[src/inc/eil_pkg.sv]
// shared constants and types for the encoder index event latch
package eil_pkg;

    // ----------------------------------------------------------------
    // bus geometry
    // ----------------------------------------------------------------
    localparam int ADDR_W = 8;
    localparam int DATA_W = 32;

    // ----------------------------------------------------------------
    // register offsets
    // ----------------------------------------------------------------
    localparam logic [ADDR_W-1:0] ADDR_CONFIG = 8'h38;
    localparam logic [ADDR_W-1:0] ADDR_POSITION = 8'h39;
    localparam logic [ADDR_W-1:0] ADDR_INCREMENT = 8'h3A;
    localparam logic [ADDR_W-1:0] ADDR_STATUS = 8'h3B;
    localparam logic [ADDR_W-1:0] ADDR_LATCH = 8'h3C;
    localparam logic [ADDR_W-1:0] ADDR_RAMP_LATCH = 8'h3D;
    localparam logic [ADDR_W-1:0] ADDR_IRQ_MASK = 8'h3E;

    // ----------------------------------------------------------------
    // configuration field layout
    // ----------------------------------------------------------------
    localparam int CFG_W = 11;
    localparam int BIT_POL_A = 0;
    localparam int BIT_POL_B = 1;
    localparam int BIT_POL_N = 2;
    localparam int BIT_IGNORE_QUADRATURE_LEVELS = 3;
    localparam int BIT_CONTINUOUS = 4;
    localparam int BIT_SINGLE_SHOT = 5;
    localparam int BIT_EDGE_ACTIVE = 6;
    localparam int BIT_EDGE_INACTIVE = 7;
    localparam int BIT_CLEAR_ON_INDEX = 8;
    localparam int BIT_LATCH_RAMP = 9;
    localparam int BIT_DECIMAL = 10;
    localparam logic [CFG_W-1:0] CFG_RESET = 11'h000;

    // edge select as {inactive going, active going}
    localparam logic [1:0] EDGE_LEVEL = 2'h0;
    localparam logic [1:0] EDGE_ACTIVE = 2'h1;
    localparam logic [1:0] EDGE_INACTIVE = 2'h2;
    localparam logic [1:0] EDGE_BOTH = 2'h3;

    // ----------------------------------------------------------------
    // status and interrupt layout
    // ----------------------------------------------------------------
    localparam int STATUS_W = 1;
    localparam int BIT_INDEX_EVENT = 0;
    localparam logic [STATUS_W-1:0] STATUS_RESET = 1'h0;
    localparam logic [STATUS_W-1:0] MASK_RESET = 1'h1;

    // ----------------------------------------------------------------
    // position arithmetic
    // ----------------------------------------------------------------
    localparam int FRAC_W = 16;
    localparam int INT_W = 16;
    localparam logic [FRAC_W:0] MOD_BINARY = 17'h10000;
    localparam logic [FRAC_W:0] MOD_DECIMAL = 17'h02710;

    // single shot arming
    typedef enum logic [0:0] {
        SHOT_IDLE = 1'b0,
        SHOT_ARMED = 1'b1
    } eil_shot_t;

endpackage

[src/verilog/eil_encoder_index_event_latch.sv]
// index event detection and position latching for a quadrature encoder
//
// The plain strobed port is this design's own decision.
`timescale 1ns/1ns

// How it works
// - config bit 10 picks fraction base 65536 when clear, 10000 when set.
// - config bit 9 also captures ramp position on each latching index event.
// - clear-on-index at 0: index event only copies encoder position to latch.
// - clear-on-index at 1: latch the position and zero the counter.
// - both edge bits zero: event active for as long as condition holds.
// - rising bit fires entering, falling bit leaving, both bits fire either way.
// - single-shot bit: act only on first event after configuration write.
// - continuous bit: act on every qualifying index event.
// - ignore bit clear: N, A and B must all match their polarities.
// - ignore bit set: condition formed from N polarity alone.
// - bit 2 sets N active level, 0 low, 1 high.
// - bit 1 sets required B level, 0 low, 1 high.
// - bit 0 sets required A level, 0 low, 1 high.
// - every index event sets read-to-clear status bit 0, feeding interrupt.
// - each up step adds signed 16.16 increment, each down step subtracts it.
// - readable latch holds position captured at latest latching event.
module eil_encoder_index_event_latch
    import eil_pkg::*;
#(
    parameter int POS_W = 32
) (
    input wire logic clk,
    input wire logic srst,
    input wire logic enc_a,
    input wire logic enc_b,
    input wire logic enc_n,
    input wire logic [POS_W-1:0] ramp_actual_position,
    input wire logic [eil_pkg::ADDR_W-1:0] addr,
    input wire logic [eil_pkg::DATA_W-1:0] wr_data,
    input wire logic wr_en,
    input wire logic rd_en,
    output logic [eil_pkg::DATA_W-1:0] rd_data,
    output logic irq
);

    // ----------------------------------------------------------------
    // declarations
    // ----------------------------------------------------------------
    logic [2:0] pins_sync;
    logic a_s;
    logic b_s;
    logic n_s;
    logic [CFG_W-1:0] config_reg;
    logic [DATA_W-1:0] increment_reg;
    logic [STATUS_W-1:0] status_reg;
    logic [STATUS_W-1:0] status_next;
    logic [STATUS_W-1:0] mask_reg;
    logic [POS_W-1:0] latch_reg;
    logic [POS_W-1:0] ramp_latch_reg;
    logic [POS_W-1:0] position;
    logic a_prev_reg;
    logic b_prev_reg;
    logic cond_prev_reg;
    logic cond;
    logic a_match;
    logic b_match;
    logic n_match;
    logic step;
    logic step_up;
    logic index_event;
    logic latch_enable;
    logic latch_fire;
    logic [1:0] edge_sel;
    logic cfg_write;
    logic status_read;
    eil_shot_t shot_reg;
    eil_shot_t shot_next;
    logic [DATA_W-1:0] read_mux;

    // ----------------------------------------------------------------
    // address decode helper
    // ----------------------------------------------------------------
    // exact match of the full address; partial decode would alias others
    function automatic logic reg_hit(input logic [ADDR_W-1:0] a,
                                     input logic [ADDR_W-1:0] offset);
        reg_hit = (a == offset);
    endfunction

    assign cfg_write = wr_en && reg_hit(addr, ADDR_CONFIG);
    assign status_read = rd_en && reg_hit(addr, ADDR_STATUS);

    // ----------------------------------------------------------------
    // input synchronisation
    // ----------------------------------------------------------------
    // encoder pins are asynchronous to clk; two stages before any use
    eil_sync #(
        .WIDTH(3)
    ) u_sync (
        .clk(clk),
        .srst(srst),
        .async_in({enc_n, enc_b, enc_a}),
        .sync_out(pins_sync)
    );

    assign a_s = pins_sync[0];
    assign b_s = pins_sync[1];
    assign n_s = pins_sync[2];

    // ----------------------------------------------------------------
    // quadrature step decode
    // ----------------------------------------------------------------
    // previous sampled A and B levels
    always_ff @(posedge clk) begin
        if (srst) begin
            a_prev_reg <= 1'b0;
            b_prev_reg <= 1'b0;
        end else begin
            a_prev_reg <= a_s;
            b_prev_reg <= b_s;
        end
    end

    // a step is one channel changing; both at once is a glitch and is dropped
    always_comb begin
        step = (a_s ^ a_prev_reg) ^ (b_s ^ b_prev_reg);
        step_up = a_prev_reg ^ b_s;
    end

    // ----------------------------------------------------------------
    // position accumulator
    // ----------------------------------------------------------------
    // increment register holds a signed 16.16 value
    eil_accum #(
        .POS_W(POS_W)
    ) u_accum (
        .clk(clk),
        .srst(srst),
        .step(step),
        .step_up(step_up),
        .decimal(config_reg[BIT_DECIMAL]),
        .inc_int(increment_reg[DATA_W-1:FRAC_W]),
        .inc_frac(increment_reg[FRAC_W-1:0]),
        .clear(latch_fire && config_reg[BIT_CLEAR_ON_INDEX]),
        .load(wr_en && reg_hit(addr, ADDR_POSITION)),
        .load_value(wr_data[POS_W-1:0]),
        .position(position)
    );

    // ----------------------------------------------------------------
    // index condition
    // ----------------------------------------------------------------
    // polarity matches against the configured levels
    always_comb begin
        n_match = (n_s == config_reg[BIT_POL_N]);
        b_match = (b_s == config_reg[BIT_POL_B]);
        a_match = (a_s == config_reg[BIT_POL_A]);
        if (config_reg[BIT_IGNORE_QUADRATURE_LEVELS]) begin
            cond = n_match;
        end else begin
            cond = n_match && a_match && b_match;
        end
    end

    // previous condition for transition detection
    always_ff @(posedge clk) begin
        if (srst) begin
            cond_prev_reg <= 1'b0;
        end else begin
            cond_prev_reg <= cond;
        end
    end

    // ----------------------------------------------------------------
    // event sensitivity
    // ----------------------------------------------------------------
    // level mode repeats every cycle, so continuous latching wants edges
    always_comb begin
        edge_sel = {config_reg[BIT_EDGE_INACTIVE], config_reg[BIT_EDGE_ACTIVE]};
        case (edge_sel)
            EDGE_LEVEL: begin
                index_event = cond;
            end
            EDGE_ACTIVE: begin
                index_event = cond && !cond_prev_reg;
            end
            EDGE_INACTIVE: begin
                index_event = !cond && cond_prev_reg;
            end
            EDGE_BOTH: begin
                index_event = cond ^ cond_prev_reg;
            end
            default: begin
                index_event = 1'b0;
            end
        endcase
    end

    // ----------------------------------------------------------------
    // single shot arming
    // ----------------------------------------------------------------
    // a config write re-arms; a new write beats an event in the same cycle
    always_comb begin
        shot_next = shot_reg;
        case (shot_reg)
            SHOT_IDLE: begin
                if (cfg_write && wr_data[BIT_SINGLE_SHOT]) begin
                    shot_next = SHOT_ARMED;
                end
            end
            SHOT_ARMED: begin
                if (cfg_write) begin
                    shot_next = wr_data[BIT_SINGLE_SHOT] ? SHOT_ARMED : SHOT_IDLE;
                end else if (index_event) begin
                    shot_next = SHOT_IDLE;
                end
            end
            default: begin
                shot_next = SHOT_IDLE;
            end
        endcase
    end

    always_ff @(posedge clk) begin
        if (srst) begin
            shot_reg <= SHOT_IDLE;
        end else begin
            shot_reg <= shot_next;
        end
    end

    // latch only when continuous, or when a single shot is still armed
    always_comb begin
        latch_enable = config_reg[BIT_CONTINUOUS]
                    || (config_reg[BIT_SINGLE_SHOT] && shot_reg == SHOT_ARMED);
        latch_fire = index_event && latch_enable;
    end

    // ----------------------------------------------------------------
    // position latches
    // ----------------------------------------------------------------
    // captures the value before any clear lands in the same cycle
    always_ff @(posedge clk) begin
        if (srst) begin
            latch_reg <= '0;
        end else if (latch_fire) begin
            latch_reg <= position;
        end
    end

    // ramp position taken on the same event as the encoder position
    always_ff @(posedge clk) begin
        if (srst) begin
            ramp_latch_reg <= '0;
        end else if (latch_fire && config_reg[BIT_LATCH_RAMP]) begin
            ramp_latch_reg <= ramp_actual_position;
        end
    end

    // ----------------------------------------------------------------
    // software writable registers
    // ----------------------------------------------------------------
    // configuration
    always_ff @(posedge clk) begin
        if (srst) begin
            config_reg <= CFG_RESET;
        end else if (cfg_write) begin
            config_reg <= wr_data[CFG_W-1:0];
        end
    end

    // increment constant, write only
    always_ff @(posedge clk) begin
        if (srst) begin
            increment_reg <= '0;
        end else if (wr_en && reg_hit(addr, ADDR_INCREMENT)) begin
            increment_reg <= wr_data;
        end
    end

    // interrupt mask
    always_ff @(posedge clk) begin
        if (srst) begin
            mask_reg <= MASK_RESET;
        end else if (wr_en && reg_hit(addr, ADDR_IRQ_MASK)) begin
            mask_reg <= wr_data[STATUS_W-1:0];
        end
    end

    // ----------------------------------------------------------------
    // status and interrupt
    // ----------------------------------------------------------------
    // an event in the reading cycle survives the clear
    always_comb begin
        status_next = status_reg;
        if (status_read) begin
            status_next = '0;
        end
        if (index_event) begin
            status_next[BIT_INDEX_EVENT] = 1'b1;
        end
    end

    always_ff @(posedge clk) begin
        if (srst) begin
            status_reg <= STATUS_RESET;
        end else begin
            status_reg <= status_next;
        end
    end

    // irq follows the stored flags one cycle late to stay registered
    always_ff @(posedge clk) begin
        if (srst) begin
            irq <= 1'b0;
        end else begin
            irq <= |(status_reg & mask_reg);
        end
    end

    // ----------------------------------------------------------------
    // read back
    // ----------------------------------------------------------------
    // unmapped and write-only offsets read as zero
    always_comb begin
        read_mux = '0;
        case (addr)
            ADDR_CONFIG: begin
                read_mux = DATA_W'(config_reg);
            end
            ADDR_POSITION: begin
                read_mux = DATA_W'(position);
            end
            ADDR_STATUS: begin
                read_mux = DATA_W'(status_reg);
            end
            ADDR_LATCH: begin
                read_mux = DATA_W'(latch_reg);
            end
            ADDR_RAMP_LATCH: begin
                read_mux = DATA_W'(ramp_latch_reg);
            end
            ADDR_IRQ_MASK: begin
                read_mux = DATA_W'(mask_reg);
            end
            default: begin
                read_mux = '0;
            end
        endcase
    end

    // data valid only in the cycle after the strobe, zero otherwise
    always_ff @(posedge clk) begin
        if (srst) begin
            rd_data <= '0;
        end else if (rd_en) begin
            rd_data <= read_mux;
        end else begin
            rd_data <= '0;
        end
    end

endmodule

[src/verilog/eil_sync.sv]
// two flip-flop synchroniser for a group of asynchronous inputs
`timescale 1ns/1ns
module eil_sync #(
    parameter int WIDTH = 3
) (
    input wire logic clk,
    input wire logic srst,
    input wire logic [WIDTH-1:0] async_in,
    output logic [WIDTH-1:0] sync_out
);

    genvar i;
    // one chain per pin; first stage feeds nothing but the second
    generate
        for (i = 0; i < WIDTH; i++) begin : g_chain
            logic meta_reg;
            always_ff @(posedge clk) begin
                if (srst) begin
                    meta_reg <= 1'b0;
                    sync_out[i] <= 1'b0;
                end else begin
                    meta_reg <= async_in[i];
                    sync_out[i] <= meta_reg;
                end
            end
        end
    endgenerate

endmodule

[src/verilog/eil_accum.sv]
// fixed-point encoder position accumulator, binary or decimal fraction
`timescale 1ns/1ns
module eil_accum
    import eil_pkg::*;
#(
    parameter int POS_W = 32
) (
    input wire logic clk,
    input wire logic srst,
    input wire logic step,
    input wire logic step_up,
    input wire logic decimal,
    input wire logic [eil_pkg::INT_W-1:0] inc_int,
    input wire logic [eil_pkg::FRAC_W-1:0] inc_frac,
    input wire logic clear,
    input wire logic load,
    input wire logic [POS_W-1:0] load_value,
    output logic [POS_W-1:0] position
);

    logic [FRAC_W-1:0] frac_reg;
    logic [FRAC_W-1:0] frac_next;
    logic [POS_W-1:0] pos_next;
    logic [FRAC_W:0] modulus;
    logic [FRAC_W:0] sum;
    logic [FRAC_W:0] diff;
    logic carry;
    logic [POS_W-1:0] whole;

    // fraction wraps at 65536 or 10000; the carry moves into the integer
    always_comb begin
        modulus = decimal ? MOD_DECIMAL : MOD_BINARY;
        sum = {1'b0, frac_reg} + {1'b0, inc_frac};
        diff = {1'b0, frac_reg} - {1'b0, inc_frac};
        whole = {{(POS_W-INT_W){inc_int[INT_W-1]}}, inc_int};
        if (step_up) begin
            carry = (sum >= modulus);
            frac_next = carry ? FRAC_W'(sum - modulus) : sum[FRAC_W-1:0];
            pos_next = position + whole + POS_W'(carry);
        end else begin
            carry = diff[FRAC_W];
            frac_next = carry ? FRAC_W'(diff + modulus) : diff[FRAC_W-1:0];
            pos_next = position - whole - POS_W'(carry);
        end
    end

    // clear beats a software load, which beats a step
    always_ff @(posedge clk) begin
        if (srst || clear) begin
            position <= '0;
            frac_reg <= '0;
        end else if (load) begin
            position <= load_value;
            frac_reg <= '0;
        end else if (step) begin
            position <= pos_next;
            frac_reg <= frac_next;
        end
    end

endmodule

[config.mk]
export PLATFORM = sky130hd
export DESIGN_NAME = eil_encoder_index_event_latch
export DESIGN_NICKNAME = d
export VERILOG_FILES = /design/src/inc/eil_pkg.sv /design/src/verilog/eil_encoder_index_event_latch.sv /design/src/verilog/eil_sync.sv /design/src/verilog/eil_accum.sv
export SDC_FILE = /design/constraint.sdc
export NUM_CORES = 1
export LEC_CHECK = 0
export BUFFER_PORTS_ARGS = -buffer_cell sky130_fd_sc_hd__buf_2
export CORE_MARGIN = 4
export CORE_UTILIZATION = 30
export DETAILED_ROUTE_END_ITERATION = 16
export PLACE_DENSITY = 0.47
export SLEW_MARGIN = 20
export SYNTH_ARGS = -nofsm -noshare
export SYNTH_HDL_FRONTEND = slang
export SYNTH_HIERARCHICAL = 1
export SYNTH_SLANG_ARGS = --single-unit
[constraint.sdc]
create_clock -name clk -period 11.85 [get_ports clk]
set_input_delay 1.7775 -clock clk [delete_from_list [all_inputs] [get_ports clk]]
set_output_delay 1.7775 -clock clk [all_outputs]
set_load 0.01 [all_outputs]
After elaboration in Yosys (flattened, before gate mapping)
Index checks and enable logic that the tools add are counted.
{ "word_totals": {"regBits": 200, "input_bits": 79, "output_inout_bits": 33, "elab_cells": 90} }
{ "op_classes": {"addsub": 8, "magnitude_cmp": 1, "n_eq_ne": 13, "mux": 17, "bitwise_logic": 8, "reduce_logical": 23} }
{ "op_table": {"columns": ["operator", "count"], "rows": [
  ["case mux 32 bit (6 select lines)", 1],
  ["2-to-1 mux 32 bit", 3],
  ["== test 8 x 6 -> 1 bit, second input constant", 7],
  ["2-to-1 mux 16 bit", 3],
  ["adder 32 x 1 -> 32 bit", 1],
  ["adder 32 bit", 1],
  ["subtractor 32 x 1 -> 32 bit", 1],
  ["subtractor 32 bit", 1],
  ["adder 16 x 16 -> 17 bit", 1],
  [">= comparator 17 bit", 1],
  ["2-to-1 mux 17 bit", 1],
  ["subtractor 16 x 16 -> 17 bit", 1],
  ["adder 16 bit", 1],
  ["subtractor 16 bit", 1],
  ["logical AND 1 bit", 14],
  ["2-to-1 mux 1 bit", 7],
  ["bitwise XOR 1 bit", 5],
  ["== test 2 bit, second input constant", 2],
  ["case mux 1 bit (4 select lines)", 1],
  ["nonzero test 2 bit", 2],
  ["OR reduction 2 bit", 2],
  ["== test 1 bit", 3],
  ["== test 2 x 1 -> 1 bit, second input constant", 1],
  ["logical NOT 1 bit", 2],
  ["other kinds (5)", 7]
]} }

Depth between registers and ports, before layout
{ "depth": {"word_depth": 11, "ltp_mapped": 29, "ltp_nobuf": 27} }

Hierarchy
The synthesis kept the hierarchy.
{ "by_module_without_submodules": {"columns": ["mod", "n_inst", "cells_per_inst", "area_per_inst_um2", "seq_area_each_um2"], "rows": [
  ["eil_accum", 1, 1137, 8398.1, 960.9],
  ["eil_encoder_index_event_latch", 1, 587, 5825.6, 2922.8],
  ["eil_sync", 1, 12, 157.7, 120.1]
]} }

Least setup slack after synthesis
No wires, ideal clock.
{ "synth_path": {"kind": "register to register", "startpoint": "reg increment_reg[0]", "endpoint": "reg u_accum.position[30]", "setup_time_ns": 0.116, "arrival_ns": 5.666, "t_required_ns": 11.734, "slack_ns": 6.068, "path_stages_with_launch": 27, "n_path_buf": 1, "synth_period_minus_slack_ns": 5.782, "path_cell_list": "dfxtp_1 > ha_1 > fa_1 > nor2b_1 > o211ai_2 > a31oi_2 > a21boi_0 > xnor2_1 > ha_1 > nand3_1 > nor4_1 > nand3_1 > a2111oi_4 > nor3_2 > buf_6 > fa_1 > fa_1 > o21bai_1 > a21oi_1 > o21bai_1 > a2111oi_2 > nor2_1 > o21ai_0 > and2_1 > o21ai_0 > mux2_2 > o211a_1"} }
{ "synth_via": {"elab_chain_cells": 6, "word_cells_on_any_way": 8, "classes_between": "4 x add/sub; 1 x order compare; 3 x mux"} }
{ "synth_rtl": {"columns": ["element", "line", "rtl"], "rows": [
  ["start, declared", "eil_encoder_index_event_latch.sv:50", "logic [DATA_W-1:0] increment_reg;"],
  ["start signal, assigned", "eil_encoder_index_event_latch.sv:272", "increment_reg <= wr_data;"],
  ["adder 16 x 16 -> 17 bit", "eil_accum.sv:33", "sum = {1'b0, frac_reg} + {1'b0, inc_frac};"],
  [">= comparator 17 bit", "eil_accum.sv:37", "carry = (sum >= modulus);"],
  ["adder 32 x 1 -> 32 bit", "eil_accum.sv:39", "pos_next = position + whole + POS_W'(carry);"],
  ["2-to-1 mux 32 bit (*)", "eil_accum.sv:36", "if (step_up) begin"],
  ["2-to-1 mux 32 bit (*)", "eil_accum.sv:55", "end else if (step) begin"],
  ["2-to-1 mux 32 bit (*)", "eil_accum.sv:52", "end else if (load) begin"],
  ["end signal, assigned", "eil_accum.sv:53", "position <= load_value;"],
  ["end signal, assigned", "eil_accum.sv:56", "position <= pos_next;"],
  ["end, declared", "eil_accum.sv:18", "output logic [POS_W-1:0] position"]
]} }
Every way passes the cells marked *; elsewhere a longest branch is shown, timed or not. The select of a mux whose other input is x is not followed.
A chain may end at the register's enable or synchronous reset.

Final worst setup path
{ "layout_path": {"startpoint": "reg increment_reg[4]", "endpoint": "reg u_accum.position[18]"} }
The elaborated chain is that of the path after synthesis.

==> reports/metrics.yaml <==
status: "finished, final reports clean"
die_h_um: 227
setup_viol: 0
coreArea_um2: 47000
endpoint_kind: "flop"
synth_edf_count: 0
die_area_um2: 51500
rsz0062_at_grt: "no"
synth_top_area_share_pct: 27.8
critPathBufInv: 2
layout-drive-gt1-share_pct: 11.8
final.setup.tns_ns: 0
slew_viol_final: 0
ant_nets: 0
die_w_um: 227
vias: 12677
clkLatencyLatePin_ns: 0.48
buffer_ports.inserted: 111
wl_per_cell_um: 19.6
synth.distinct_cells: 95
antenna_found_initial: 2
synthToLayoutAreaGrowth_pct: 11.4
postCtsSetupBuffers: 0
final_nets: 2026
path_delay_family: "compound AO/OA/AOI/OAI gates"
clockBufferDepth: 2
synth_top_area_cell: "dfxtp_1"
fin_crit_sh_pct: 60.3
grt_pass1_vias: 12143
seq_area_frac_synth_pct: 27.8
cts_tree: "built"
dp_cells: 2392
holdCritPathClass: "reg -> reg"
fmax_mhz: 140
h-tree-depth: 4
yosysMostFrequentCell: "nor2_1"
rrSetupSlack_ns: 4.70
relSlewSlack_pct: 26.3
drt_wl_total_um: 47600
avgSynthCellArea_um2: 8.28
drcViolationCount: 0
grt_max_degree: 73
cts_root_buffer: "clkbuf_16"
pin_count: 112
period_needed_ns: 7.15
fp-row-count: 79
dr.pass1.iters: 5
cp_max_fo: 12
synthTopCellsByCount: "nor2_1, dfxtp_1, a21oi_1"
crit_type: "reg -> reg"
ctsResizeCount: 0
synthCells: 1736
yosys-top-cells-area: "dfxtp_1, ha_1, mux2i_1"
skew_ns: 0.0200
initial_core_util_pct: 30.6
via_per_inst: 5.23
critPathArrivalTime_ns: 7.49
cts_hold_buf: 0
gp_congestion: 0.886
synth_top_flop_cell: "dfxtp_1"
hold_violations: 0
cap_violations: 0
syn-cell-area_um2: 14400
tritoncts.num_buffers: 17
startpoint_type: "flop"
p_leak_uw: 0.00688
grt_usage_pct: 18.1
overflow: 0
async_flop_share_pct: 0
fillers: 4989
crit_path_top_delay_cell: "nor3_2"
powerDensity_nw_per_um2: 182
fin_cells: 2425
place_hpwl_um: 36200
yosys_warnings: 6
tightest_slew_ns: 1.11
dr.first_iter.drc_count: 926
grt_pass1_wl_um: 72500
cp.required_ns: 12.19
synth-seq-cells: 200
syn_nets: 1958
clock-sinks: 200
ir_worst_vdd_mv: 0.0951
path_clk_slew_ns: 0.09
cpPeakStageDelay_ns: 0.75
power breakdown:
group	internal, uW	leakage, uW	switching (uW)
Sequential	720	0.00162	79.0
Clock	327	0.000304	303
Combinational	613	0.00496	873
Total	1660	0.00688	1260
routing by layer:
layer | vias to the layer above | track usage, % | share of wire [%]
li1 | 6232 | - | -
met1 | 6081 | 26.8 | 51
met2 | 311 | 27.7 | 43
met3 | 51 | 2.86 | 4.7
met4 | 2 | 4.65 | 2.0
met5 | - | 0 | 0.042
cell families after synthesis:
| group | Yosys count | synth area share (%) |
|---|---|---|
| compound gates | 460 | 22.0 |
| flops | 200 | 27.8 |
| fa+ha+maj | 143 | 12.8 |
| mux | 106 | 8.32 |
| simple gates | 498 | 16.0 |
| xor+xnor | 98 | 6.02 |
| buf+inv | 231 | 7.11 |
final timing paths:
| kind | to | from | depth (start not counted) |
|---|---|---|---|
| hold / removal | u_sync/sync_out[2] | u_sync/g_chain[2].meta_reg | 1 |
| hold reg to reg | u_sync/sync_out[2] | u_sync/g_chain[2].meta_reg | 1 |
| setup / recovery | u_accum/position[18] | increment_reg[4] | 25 |
| setup reg to reg | u_accum/position[18] | increment_reg[4] | 25 |
cells in the final DEF (no fill, tap or decap), types with 24 or more instances in the layout:
master and n:
a21oi_1 153, a22oi_1 24, buf_2 110, dfxtp_1 200
ha_1 137, inv_1 149, mux2i_1 91, nand2_1 122
nor2_1 225, nor2b_1 27, o21ai_0 57, xnor2_1 77
per-stage QoR:
step	hold slack (ns)	instance area (um2)	total power (uW)	worst slack (ns)	util, %
2_1_floorplan	0.414	14400	1920	6.07	-
3_3_place_gp	0.438	15400	2270	5.12	32.8
3_5_place_dp	0.436	15400	2270	4.85	32.8
4_1_cts	0.452	16000	2920	4.82	34.1
5_1_grt	0.466	16000	3120	4.19	34.1
6_report	0.443	16000	2910	4.70	34.1
worst reg2reg max path: cells and delay by family (launching register included):
kind / cells / cell delay, ns
fa+ha+maj: 4 / 1.40
buf+inv: 2 / 0.19
xor+xnor: 2 / 0.34
flops: 1 / 0.37
compound gates: 14 / 3.57
simple gates: 3 / 1.14
final cells by class:
cell class	count	area [um2]	share of cell area [%]
Multi-Input combinational cell	1305	9380	58.6
Sequential cell	200	4000	25.0
Tap cell	607	759	4.74
Timing Repair Buffer	127	678	4.23
Inverter	153	574	3.58
Clock buffer	18	439	2.74
Clock inverter	14	181	1.13
Antenna cell	1	2.50	0.0156
No activity file was read; power rests on OpenSTA's default activity.
